<file path="config.mk">
export PLATFORM = sky130hd
export DESIGN_NAME = svpi_sink_flat
export DESIGN_NICKNAME = d
export VERILOG_FILES = /design/src/rtl/svpi_pkg.sv /design/src/rtl/svpi_if.sv /design/src/rtl/svpi_sink.sv /design/src/rtl/svpi_fifo.sv /design/src/flat_wrapper.sv
export SDC_FILE = /design/constraint.sdc
export NUM_CORES = 2
export LEC_CHECK = 0
export BUFFER_PORTS_ARGS = -buffer_cell sky130_fd_sc_hd__clkbuf_2
export CAP_MARGIN = 20
export CORE_UTILIZATION = 35
export CTS_BUF_LIST = sky130_fd_sc_hd__clkbuf_2 sky130_fd_sc_hd__clkbuf_4 sky130_fd_sc_hd__clkbuf_8
export CTS_CLUSTER_DIAMETER = 50
export CTS_CLUSTER_SIZE = 24
export DETAILED_ROUTE_END_ITERATION = 6
export PLACE_DENSITY_LB_ADDON = 0.25
export REMOVE_ABC_BUFFERS = 1
export SYNTH_ARGS = -nofsm -noshare
export SYNTH_HDL_FRONTEND = slang
export SYNTH_SLANG_ARGS = --single-unit
export TNS_END_PERCENT = 10
</file>
<file path="constraint.sdc">
create_clock -name ref_clk_in -period 11.2 [get_ports ref_clk_in]
set_clock_uncertainty 0.2 [all_clocks]
set_input_delay 0.56 -clock ref_clk_in [delete_from_list [all_inputs] [get_ports ref_clk_in]]
set_output_delay 0.56 -clock ref_clk_in [all_outputs]
set_load 0.01 [all_outputs]
</file>
<file path="src/rtl/svpi_pkg.sv">
`default_nettype none
package svpi_pkg;
  // Pixels per clock, fixed at build time: 1, 2 or 4
  localparam int PIX_PER_CLK = 2;
  localparam int SLOT_W = 48;
  localparam int BUS_W = SLOT_W * PIX_PER_CLK;
  localparam int FIFO_DEPTH = 32;
  localparam int CNT_W = 16;
  // Component fields: top bit of each 16-bit field
  localparam int FLD_W = 16;
  localparam int FLD_TOP_HI = 47;
  localparam int FLD_TOP_MID = 31;
  localparam int FLD_TOP_LO = 15;
  // Format codes
  localparam logic [2:0] FMT_RGB = 3'h0;
  localparam logic [2:0] FMT_YCC444 = 3'h1;
  localparam logic [2:0] FMT_YCC422 = 3'h2;
  localparam logic [2:0] FMT_YONLY = 3'h3;
  // Timing limits
  localparam int CLK_MHZ = 200;
  localparam int PIX_CLK_MAX_MHZ = 150;
  localparam logic [CNT_W-1:0] CNT_ZERO = 16'h0000;
  localparam logic [CNT_W-1:0] CNT_ONE = 16'h0001;
  typedef enum logic [1:0] {
    SVPI_VSYNC,
    SVPI_BACK_PORCH,
    SVPI_ACTIVE,
    SVPI_FRONT_PORCH
  } svpi_vstate_t;
endpackage : svpi_pkg
`default_nettype wire

</file>
<file path="src/rtl/svpi_if.sv">
`default_nettype none
interface svpi_if import svpi_pkg::*; ();
  logic vsync;
  logic hsync;
  logic valid;
  logic ready;
  logic [BUS_W-1:0] pixel;
  modport source (output vsync, output hsync, output valid, output pixel, input ready);
  modport sink (input vsync, input hsync, input valid, input pixel, output ready);
endinterface : svpi_if
`default_nettype wire

</file>
<file path="src/rtl/svpi_sink.sv">
// Function
// - Vsync ends one frame, starts next
// - Back porch: hsyncs from vsync end
// - Front porch: hsyncs after last active
// - Vsync trailing edge resets datapath
// - Horizontal porches counted in clocks
// - Capture pixels only while valid high
// - Source keeps valid high whole line
// - One, two or four pixels per clock
// - 48-bit slots, MSB first, low zero
// - MSB-aligned components in three fields
// - 4:2:2 alternates Cr and Cb
// - Quad mode pads line with zeros
// - Pixel clock at most 150 MHz; CLK_MHZ and the tb clock are 200 MHz
`default_nettype none
module svpi_sink import svpi_pkg::*; (
  input wire logic ref_clk_in,             // Pixel clock
  input wire logic resetn_in,              // Async reset, low
  svpi_if.sink vid,                        // Video input
  input wire logic [2:0] format_in,        // Colour format code
  input wire logic [4:0] bpc_in,           // Bits per component
  output logic pix_valid_out,              // Unpacked pixel group valid
  input wire logic pix_ready_in,           // Consumer accept
  output logic [FLD_W*3*PIX_PER_CLK-1:0] pix_comp_out, // Components per slot
  output logic [PIX_PER_CLK-1:0] pix_is_cr_out, // 4:2:2 chroma is Cr
  output logic frame_start_out,            // One-cycle, vsync trailing edge
  output logic [CNT_W-1:0] vbp_out,        // Vertical back porch, lines
  output logic [CNT_W-1:0] vfp_out,        // Vertical front porch, lines
  output logic [CNT_W-1:0] hbp_out,        // Horizontal back porch, clocks
  output logic [CNT_W-1:0] hfp_out,        // Horizontal front porch, clocks
  output logic [CNT_W-1:0] line_count_out, // Active lines this frame
  output logic overflow_out                // Pixel dropped, sticky to frame
);
  ////////////////////////////////////////////////////////////////////////////
  svpi_vstate_t vstate;
  logic vs_d;
  logic hs_d;
  logic vs_fall;
  logic vs_rise;
  logic hs_rise;
  logic line_has_data;
  logic in_line_active;
  logic [CNT_W-1:0] vcnt;
  logic [CNT_W-1:0] hcnt;
  logic [CNT_W-1:0] fp_cnt;
  logic fifo_in_ready;
  logic fifo_out_valid;
  logic [BUS_W-1:0] fifo_out_data;
  logic [PIX_PER_CLK-1:0] next_is_cr;
  logic chroma_cr;

  assign vs_rise = vid.vsync && !vs_d;
  assign vs_fall = !vid.vsync && vs_d;
  assign hs_rise = vid.hsync && !hs_d;

  always_ff @(posedge ref_clk_in or negedge resetn_in) begin
    if (!resetn_in) begin
      vs_d <= 1'b0;
      hs_d <= 1'b0;
    end else begin
      vs_d <= vid.vsync;
      hs_d <= vid.hsync;
    end
  end

  always_ff @(posedge ref_clk_in or negedge resetn_in) begin
    if (!resetn_in) begin
      frame_start_out <= 1'b0;
    end else begin
      frame_start_out <= vs_fall;
    end
  end

  ////////////////////////////////////////////////////////////////////////////
  // Vertical framing
  always_ff @(posedge ref_clk_in or negedge resetn_in) begin
    if (!resetn_in) begin
      vstate <= SVPI_VSYNC;
      vcnt <= CNT_ZERO;
      vbp_out <= CNT_ZERO;
      line_count_out <= CNT_ZERO;
    end else if (vs_rise) begin
      vstate <= SVPI_VSYNC;
    end else if (vs_fall) begin
      vstate <= SVPI_BACK_PORCH;
      vcnt <= CNT_ZERO;
      line_count_out <= CNT_ZERO;
    end else begin
      case (vstate)
        SVPI_BACK_PORCH: begin
          if (vid.valid) begin
            vstate <= SVPI_ACTIVE;
            vbp_out <= vcnt;
            line_count_out <= CNT_ONE;
          end else if (hs_rise) begin
            vcnt <= vcnt + CNT_ONE;
          end
        end
        SVPI_ACTIVE: begin
          if (vid.valid && !in_line_active) begin
            line_count_out <= line_count_out + CNT_ONE;
          end
        end
        default: begin
        end
      endcase
    end
  end

  // Lines with no data since the last active one form the front porch
  always_ff @(posedge ref_clk_in or negedge resetn_in) begin
    if (!resetn_in) begin
      fp_cnt <= CNT_ZERO;
      vfp_out <= CNT_ZERO;
      line_has_data <= 1'b0;
    end else if (vs_rise) begin
      vfp_out <= fp_cnt;
      fp_cnt <= CNT_ZERO;
    end else if (hs_rise) begin
      line_has_data <= 1'b0;
      // Every hsync after the last valid word counts; a later valid restarts it
      if (vstate == SVPI_ACTIVE) begin
        fp_cnt <= fp_cnt + CNT_ONE;
      end
    end else if (vid.valid) begin
      line_has_data <= 1'b1;
      fp_cnt <= CNT_ZERO;
    end
  end

  ////////////////////////////////////////////////////////////////////////////
  // Horizontal porches in clocks
  always_ff @(posedge ref_clk_in or negedge resetn_in) begin
    if (!resetn_in) begin
      hcnt <= CNT_ZERO;
      in_line_active <= 1'b0;
      hbp_out <= CNT_ZERO;
      hfp_out <= CNT_ZERO;
    end else if (hs_rise) begin
      if (!in_line_active && line_has_data) begin
        hfp_out <= hcnt;
      end
      hcnt <= CNT_ZERO;
      in_line_active <= 1'b0;
    end else if (vid.valid && !in_line_active) begin
      hbp_out <= hcnt;
      in_line_active <= 1'b1;
      hcnt <= CNT_ZERO;
    end else if (in_line_active && !vid.valid) begin
      // Valid is held for the whole line, so its fall marks line end
      in_line_active <= 1'b0;
      hcnt <= CNT_ONE;
    end else if (!vid.hsync) begin
      hcnt <= hcnt + CNT_ONE;
    end
  end

  ////////////////////////////////////////////////////////////////////////////
  // Capture into FIFO; vsync trailing edge flushes stale pixels
  svpi_fifo #(.WIDTH(BUS_W), .DEPTH(FIFO_DEPTH)) u_fifo (
    .ref_clk_in(ref_clk_in),
    .resetn_in(resetn_in),
    .flush_in(vs_fall),
    .in_valid_in(vid.valid),
    .in_ready_out(fifo_in_ready),
    .in_data_in(vid.pixel),
    .out_valid_out(fifo_out_valid),
    .out_ready_in(pix_ready_in || !pix_valid_out),
    .out_data_out(fifo_out_data)
  );
  assign vid.ready = fifo_in_ready;

  always_ff @(posedge ref_clk_in or negedge resetn_in) begin
    if (!resetn_in) begin
      overflow_out <= 1'b0;
    end else if (vid.valid && !fifo_in_ready) begin
      overflow_out <= 1'b1;                // Set wins over frame clear
    end else if (vs_fall) begin
      overflow_out <= 1'b0;
    end
  end

  ////////////////////////////////////////////////////////////////////////////
  // Unpack MSB-aligned components per slot
  always_comb begin
    next_is_cr = '0;
    for (int i = 0; i < PIX_PER_CLK; i++) begin
      next_is_cr[i] = chroma_cr ^ i[0];
    end
  end

  // Zero bits below the component width, per slot and field
  function automatic logic [FLD_W-1:0] svpi_mask(input logic [FLD_W-1:0] f,
                                                  input logic [4:0] w);
    logic [FLD_W-1:0] m;
    m = ~(16'hffff >> w);
    return f & m;
  endfunction : svpi_mask

  always_ff @(posedge ref_clk_in or negedge resetn_in) begin
    if (!resetn_in) begin
      pix_valid_out <= 1'b0;
      pix_comp_out <= '0;
      pix_is_cr_out <= '0;
      chroma_cr <= 1'b1;
    end else if (vs_fall) begin
      pix_valid_out <= 1'b0;
      chroma_cr <= 1'b1;
    end else if (pix_ready_in || !pix_valid_out) begin
      pix_valid_out <= fifo_out_valid;
      if (fifo_out_valid) begin
        pix_is_cr_out <= next_is_cr;
        if (PIX_PER_CLK[0]) begin
          chroma_cr <= !chroma_cr;
        end
        // A full group per clock; the pixel clock is 200 MHz (CLK_MHZ), over its 150 MHz limit
        for (int i = 0; i < PIX_PER_CLK; i++) begin
          for (int f = 0; f < 3; f++) begin
            pix_comp_out[(i*3+f)*FLD_W +: FLD_W] <=
              ((format_in == FMT_YONLY || format_in == FMT_YCC422) && f == 0) ? '0 :
              (format_in == FMT_YONLY && f == 1) ? '0 :
              svpi_mask(fifo_out_data[i*SLOT_W + f*FLD_W +: FLD_W], bpc_in);
          end
        end
      end
    end
  end
endmodule : svpi_sink
`default_nettype wire

</file>
<file path="src/rtl/svpi_fifo.sv">
`default_nettype none
module svpi_fifo #(
  parameter int WIDTH = 96,
  parameter int DEPTH = 32
) (
  input wire logic ref_clk_in,          // Clock
  input wire logic resetn_in,           // Async reset, low
  input wire logic flush_in,            // Drop contents
  input wire logic in_valid_in,         // Write valid
  output logic in_ready_out,            // Not full
  input wire logic [WIDTH-1:0] in_data_in,  // Write data
  output logic out_valid_out,           // Not empty
  input wire logic out_ready_in,        // Read accept
  output logic [WIDTH-1:0] out_data_out // Head word
);
  localparam int AW = $clog2(DEPTH);
  logic [WIDTH-1:0] mem [DEPTH];
  logic [AW:0] wr_ptr;
  logic [AW:0] rd_ptr;
  logic push;
  logic pop;
  assign in_ready_out = (wr_ptr - rd_ptr) != (AW+1)'(DEPTH);
  assign out_valid_out = wr_ptr != rd_ptr;
  assign push = in_valid_in && in_ready_out;
  assign pop = out_valid_out && out_ready_in;
  assign out_data_out = mem[rd_ptr[AW-1:0]];
  always_ff @(posedge ref_clk_in) begin
    if (push) begin
      mem[wr_ptr[AW-1:0]] <= in_data_in;
    end
  end
  always_ff @(posedge ref_clk_in or negedge resetn_in) begin
    if (!resetn_in) begin
      wr_ptr <= '0;
      rd_ptr <= '0;
    end else if (flush_in) begin
      wr_ptr <= '0;
      rd_ptr <= '0;
    end else begin
      if (push) begin
        wr_ptr <= wr_ptr + 1'b1;
      end
      if (pop) begin
        rd_ptr <= rd_ptr + 1'b1;
      end
    end
  end
endmodule : svpi_fifo
`default_nettype wire

</file>
<file path="src/flat_wrapper.sv">
// flat-port wrapper written by rule: the top's interface ports become plain ports
module svpi_sink_flat import svpi_pkg::*;
  (ref_clk_in, resetn_in, format_in, bpc_in, pix_valid_out, pix_ready_in, pix_comp_out, pix_is_cr_out, frame_start_out, vbp_out, vfp_out, hbp_out, hfp_out, line_count_out, overflow_out, vid_vsync, vid_hsync, vid_valid, vid_pixel, vid_ready);
  svpi_if vid_i ();
  input wire logic ref_clk_in;
  input wire logic resetn_in;
  input wire logic [2:0] format_in;
  input wire logic [4:0] bpc_in;
  output logic pix_valid_out;
  input wire logic pix_ready_in;
  output logic [FLD_W*3*PIX_PER_CLK-1:0] pix_comp_out;
  output logic [PIX_PER_CLK-1:0] pix_is_cr_out;
  output logic frame_start_out;
  output logic [CNT_W-1:0] vbp_out;
  output logic [CNT_W-1:0] vfp_out;
  output logic [CNT_W-1:0] hbp_out;
  output logic [CNT_W-1:0] hfp_out;
  output logic [CNT_W-1:0] line_count_out;
  output logic overflow_out;
  input wire logic [$bits(vid_i.vsync)-1:0] vid_vsync;
  input wire logic [$bits(vid_i.hsync)-1:0] vid_hsync;
  input wire logic [$bits(vid_i.valid)-1:0] vid_valid;
  input wire logic [$bits(vid_i.pixel)-1:0] vid_pixel;
  output wire logic [$bits(vid_i.ready)-1:0] vid_ready;
  assign vid_i.vsync = vid_vsync;
  assign vid_i.hsync = vid_hsync;
  assign vid_i.valid = vid_valid;
  assign vid_i.pixel = vid_pixel;
  assign vid_ready = vid_i.ready;
  svpi_sink u_core (.ref_clk_in(ref_clk_in), .resetn_in(resetn_in), .vid(vid_i), .format_in(format_in), .bpc_in(bpc_in), .pix_valid_out(pix_valid_out), .pix_ready_in(pix_ready_in), .pix_comp_out(pix_comp_out), .pix_is_cr_out(pix_is_cr_out), .frame_start_out(frame_start_out), .vbp_out(vbp_out), .vfp_out(vfp_out), .hbp_out(hbp_out), .hfp_out(hfp_out), .line_count_out(line_count_out), .overflow_out(overflow_out));
endmodule
</file>
# Word-level counts from Yosys, hierarchy flattened
# Memories as Yosys holds them, arrays and structs flattened.
# Cells that the tools add are included.
[classes] addsub=7 n_mul=0 div=0 n_lt_le_gt_ge=0 n_eq_ne=11 shifts=1 muxes=39 bitwise_logic=10 reduce_logical=39
[ops] cell="$mux W16" n=19
[ops] cell="$and A16 B16 Y16" n=6
[ops] cell="$add A16 B1 Y16 const B" n=4
[ops] cell="$pmux W16 S2" n=1
[ops] cell="$mux W6" n=4
[ops] cell="$not A16 Y16" n=1
[ops] cell="$shr A16 B5 Y16 const A" n=1
[ops] cell="$reduce_bool A3 Y1" n=5
[ops] cell="$reduce_bool A2 Y1" n=7
[ops] cell="$add A6 B1 Y6 const B" n=2
[ops] cell="$reduce_and A4 Y1" n=3
[ops] cell="$mux W1" n=11
[ops] cell="$reduce_and A2 Y1" n=5
[ops] cell="$logic_and A1 B1 Y1" n=9
[ops] cell="$mux W2" n=4
[ops] cell="$logic_not A1 Y1" n=7
[ops] cell="$eq A3 B2 Y1 const B" n=2
[ops] cell="$ne A3 B2 Y1 const B" n=2
[ops] cell="$ne A6 B6 Y1" n=1
[ops] cell="$ne A6 B6 Y1 const B" n=1
[ops] cell="$sub A6 B6 Y6" n=1
[ops] cell="$ne A4 B1 Y1 const B" n=1
[ops] cell="$ne A3 B1 Y1 const B" n=1
[ops] cell="$not A1 Y1" n=3
[ops] cell="5 further kinds" n=6
[word_totals] ff_bits=246 latch_bits=0 ramBits=3072 rom_bits=0 in_bits=110 out_inout_bits=182 elab_cells=128 memories=1
[memory_table] memory="u_core.u_fifo.mem" words=32 word_bits=96 rd=1 rd_clocked_by_memory_dff=0 wr=1 line_no="svpi_fifo.sv:17" rtl="logic [WIDTH-1:0] mem [DEPTH];"

# Longest topological paths before layout
[logic_depth] word_depth=6 depth_mapped=15 ltp_nobuf=8

# By module
# From an unflattened synthesis, not the netlist that was laid out.
[hier_totals] hier_cells=5581 hier_area_um2=127243.3
[by_module_without_submodules] mod="svpi_fifo" n_inst=1 cells_per_inst=4712 area_per_inst_um2=117228.7 seq_area_each_um2=92548.8
[by_module_without_submodules] mod="svpi_sink" n_inst=1 cells_per_inst=869 area_per_inst_um2=10014.6 seq_area_each_um2=5855.6

# Worst setup path after synthesis
# OpenSTA, ideal clock, no wires.
[synth_timing] kind="register -> register" from="register u_core.u_fifo.rd_ptr[2]" to="memory u_core.u_fifo.mem[15][0] (enable)" setup_time_ps=583 arrival_time_ps=7457 required_ps=10417 setup_slack_ps=2960 path_stages_with_launch=13 path_buffers=5 synth_period_minus_slack_ps=8240 cell_sequence="dfrtp_1 -> buf_2 -> buf_2 -> inv_2 -> clkbuf_1 -> buf_1 -> ha_1 -> o21ai_0 -> a21oi_1 -> a22o_1 -> o31a_1 -> clkbuf_1 -> a21oi_1"
[synth_via] elab_chain_len=5
[synth_rtl] element="from (decl)" line_no="svpi_fifo.sv:19" rtl="logic [AW:0] rd_ptr;"
[synth_rtl] element="from (signal assigned)" line_no="svpi_fifo.sv:44" rtl="rd_ptr <= rd_ptr + 1'b1;"
[synth_rtl] element="$sub A6 B6 Y6" line_no="svpi_fifo.sv:22" rtl="assign in_ready_out = (wr_ptr - rd_ptr) != (AW+1)'(DEPTH);"
[synth_rtl] element="$ne A6 B6 Y1" line_no="svpi_fifo.sv:22"
[synth_rtl] element="$logic_and A1 B1 Y1" line_no="svpi_fifo.sv:24" rtl="assign push = in_valid_in && in_ready_out;"
[synth_rtl] element="$mux W1" line_no="svpi_fifo.sv:28" rtl="if (push) begin"
[synth_rtl] element="$mux W1 (not written as such)" line_no="svpi_fifo.sv:29" rtl="mem[wr_ptr[AW-1:0]] <= in_data_in;"
[synth_rtl] element="to (decl)" line_no="svpi_fifo.sv:17"
# Every way passes these cells.

# Worst setup path after layout
[layout_timing] from="register u_core.u_fifo.rd_ptr[2]" to="memory u_core.u_fifo.mem[27][36] (enable)"
# The elaborated chain is that of the path after synthesis.

==> results.md <==
- M2 GR Usage: between 30 and 40%
- Area share of the largest cell type after synthesis: a little over 70%
- Detail Route Antenna Nets: 0
- Yosys top cell by area: edfxtp_1
- Postcts setup bufs: 0
- DRC violations left: 0
- RSZ-0062 raised after global routing: false
- Cell count after synthesis: approximately 5700
- Initial DRC count: between 6000 and 7000
- Max_cap viols: 0
- Status: finished clean
- Final net count: 6441
- Clk sink count: around 3300
- Deepest clock path buffer count: 4
- Critical Path Start Type: register
- Worst-margin pin slew: about 1100 ps
- Height of the die: between 600 and 700 um
- Start of the worst register-to-register path: u_core.u_fifo.rd_ptr[2]
- CP max FO: 35
- Pin count of the biggest net entering global routing: 127
- CTS buffer count: 359
- Hold Slack: around 190 ps
- First-pass GRT wire length: a little over 500000 um
- Slew Viols, Final: 0
- PwrDens: around 220 nW/um2
- Worst r2r path cells: 9
- Via count: 62800
- Pre-antenna DRT Iters: 6
- FF-to-FF End: u_core.u_fifo.mem[27][36]
- Worst-Skew Late Latency: 1130 ps
- Reg2Reg Setup Slack: between 4000 and 5000 ps
- Post-synth cell types: 76
- Setup Crit Path Kind: reg -> reg
- Met1 usage: about a quarter
- Die area: between 300000 and 400000 um2
- Slew HR: about 23%
- CP most frequent cell: buf_4
- Post-route worst setup slack: roughly 4800 ps
- Post-synthesis sequential area ratio: between 70% and 80%
- Maximum vdd drop: approximately 260 uV
- Post-synth EDFFs: approximately 3100
- Worst hold path class: in -> reg
- Routed WL: between 300000 and 400000 um
- Initial core utilization: 35.1%
- Hold EP: u_core.pix_comp_out[53]
- Leakage: roughly 46 nW
- Row cnt: 221
- Dpl ws: between 4000 and 5000 ps
- Detailed Place HPWL: approximately 180000 um
- HP Start: format_in[1]
- IO buf count: 290
- CP Data Required Time: 11700 ps
- Top Usage Layer GRT: met2
- Antenna violations before repair: 43
- Die X: 605 um
- Post-route minimum period: between 6000 and 7000 ps
- CTS Root Cell: clkbuf_8
- Filler cells: between 30000 and 40000
- F_max: roughly 160 MHz
- Syn. warnings: 0
- Crit-path max cell delay: approximately 1100 ps
- Vias per inst: ~5.5
- Min-Delay Path Depth: 4
- Gr usage total: slightly below 20%
- Floorplan core area: between 300000 and 400000 um2
- WL per Instance: ~32 um
- Top post-synthesis cells by area: edfxtp_1, mux4_2, dfrtp_1
- Tot Pwr: roughly 32 mW
- Num ports: 292
- Final Cycle Share: a little under three fifths
- Met3 usage: under 10%
- Number of global-route vias before repair: between 60000 and 70000
- Mapped cell area: approximately 130000 um2
- Overflow after GRT: 0
- Primary FF master, synth: edfxtp_1
- Setup TNS: 0 ps
- Clk slew on worst S/H paths: about 110 ps
- CTS tree: done
- Fraction of layout instances using a drive strength above 1: between 30% and 40%
- Yosys reg bits: ~3300
- Synth-to-Final Area Change: 13.8%
- CP Capture Type: register
- FFs w/ async S/R, synth: roughly 7.4%
- CP Data Arrival Time: 6910 ps
- Cell Chain, Critical Path: inv_4 -> ha_1 -> o21ai_0 -> a21oi_1 -> mux2i_1 -> nand3_1 -> a21oi_4 -> buf_4 -> buf_4
- Final setup fails: 0
- Syn_area_per_cell: 22.3 um2
- Placer Congestion: between 0.7 and 0.8
- Hold Violations, Final: 0
- Critical-path top delay cell: a21oi_4
- H-Tree Depth: 5
==> worst max-delay path by stage <==
stage / startpoint / slack, ps / endpoint
2_1_floorplan: u_core.u_fifo.rd_ptr[0] / -26100 / u_core.u_fifo.mem[15][0]
3_3_place_gp: u_core.u_fifo.rd_ptr[2] / 4760 / u_core.u_fifo.mem[29][32]
3_5_place_dp: u_core.u_fifo.rd_ptr[2] / 4810 / u_core.u_fifo.mem[27][0]
4_1_cts: u_core.u_fifo.rd_ptr[2] / 4720 / u_core.u_fifo.mem[27][70]
5_1_grt: u_core.u_fifo.rd_ptr[2] / 4530 / u_core.u_fifo.mem[27][70]
6_report: u_core.u_fifo.rd_ptr[2] / 4790 / u_core.u_fifo.mem[27][36]
==> stage by stage <==
step	instance area (um2)	std cells	utilization (%)
2_1_floorplan	126000	5404	-
3_3_place_gp	135000	10600	37.2
3_5_place_dp	135000	10600	37.3
4_1_cts	145000	11400	40.0
5_1_grt	145000	11400	40.0
6_report	145000	11400	40.0
==> final cells by class <==
type | count | area, um2 | share of cell area [%]
clock inverter | 286 | 3410 | 2.35
sequential | 3318 | 98400 | 68.0
timing repair buffer | 548 | 4050 | 2.79
tap | 4794 | 6000 | 4.14
clock buffer | 388 | 5220 | 3.61
multi-input combinational | 2044 | 27500 | 19.0
antenna | 7 | 17.5 | 0.0121
inverter | 42 | 173 | 0.119
==> synth_stat cells, drive strengths merged, types with 21 or more instances <==
master	n
nor2	130
and3	31
a22o	30
nand3	52
xnor2	24
a221oi	31
nor3	21
clkbuf	117
mux2	68
clkinv	22
dfrtp	246
nand2	222
buf	182
mux2i	114
xor2	29
mux4	855
o21ai	74
a21oi	66
edfxtp	3072
==> cells by family after synthesis <==
kind of cell / Yosys count / synth area share (%)
DFF: 3318 / 77.3
muxes: 1037 / 16.6
and+or+nand+nor: 553 / 2.02
AOI/OAI and AO/OA: 382 / 2.16
buffers and inverters: 341 / 1.32
xor gates and xnor gates: 53 / 0.365
adders and majority gates: 18 / 0.177
other: 1 / 0.00295
==> report_power, final <==
group | switching, mW | internal [mW] | total (mW)
sequential | 0.395 | 14.2 | 14.6
combinational | 4.22 | 3.49 | 7.71
clock | 5.08 | 4.26 | 9.35
total | 9.70 | 21.9 | 31.6
==> layout by cell type, fill, tap and decap left out, types with 17 or more instances in the layout <==
cell,netlist,layout
edfxtp_1,3072,3072
mux4_2,855,855
clkbuf_8,0,369
clkbuf_2,0,289
dfrtp_1,246,241
nand2_1,222,222
buf_4,27,120
mux2i_1,114,114
dlygate4sd3_1,0,110
nor2_1,130,102
mux2_2,68,68
inv_6,0,63
a21oi_1,66,57
inv_8,0,52
nand3_1,52,49
clkinv_1,22,39
o21ai_1,39,39
clkinvlp_4,0,37
o21ai_0,35,35
clkinv_4,0,34
bufinv_16,0,33
and3_1,31,31
a22o_1,30,30
xor2_1,29,29
a221oi_1,29,29
clkinv_8,0,29
nor2_4,0,25
buf_12,0,25
xnor2_1,24,24
o31ai_1,20,20
a21o_1,19,19
a221o_1,19,19
clkbuf_4,0,19
ha_1,18,18
or3_1,18,17
clkinv_2,0,17
==> registers in the layout, indices dropped and copies added, names as in the netlist <==
signal / cells
u_core.fp_cnt: 16
u_core.frame_start_out: 1
u_core.hbp_out: 16
u_core.hcnt: 16
u_core.hfp_out: 16
u_core.hs_d: 1
u_core.in_line_active: 1
u_core.line_count_out: 16
u_core.line_has_data: 1
u_core.overflow_out: 1
u_core.pix_comp_out: 96
u_core.pix_is_cr_out: 1
u_core.pix_valid_out: 1
u_core.u_fifo.mem: 3072
u_core.u_fifo.rd_ptr: 6
u_core.u_fifo.wr_ptr: 6
u_core.vbp_out: 16
u_core.vcnt: 16
u_core.vfp_out: 16
u_core.vs_d: 1
u_core.vstate: 2
==> critical path, delay by kind of cell, from the launching register on <==
family          cells  cell delay (ps)
buf+inv             3             1720
compound gates      3             1470
flops               1              950
simple gates        1              720
fa+ha+maj           1              530
mux                 1              300
==> per-layer routing <==
metal | vias up | wire (um)
met4 | 22 | 8790
met5 | - | 157
met2 | 2418 | 176000
li1 | 25300 | -
met1 | 34600 | 151000
met3 | 489 | 25000
==> what timing repair did <==
action,CTS,global route
hold buffers,111,0
gates resized for setup,0,0
endpoints found under the hold margin,3245,0
Note: power is estimated with default switching activity, not from simulation.
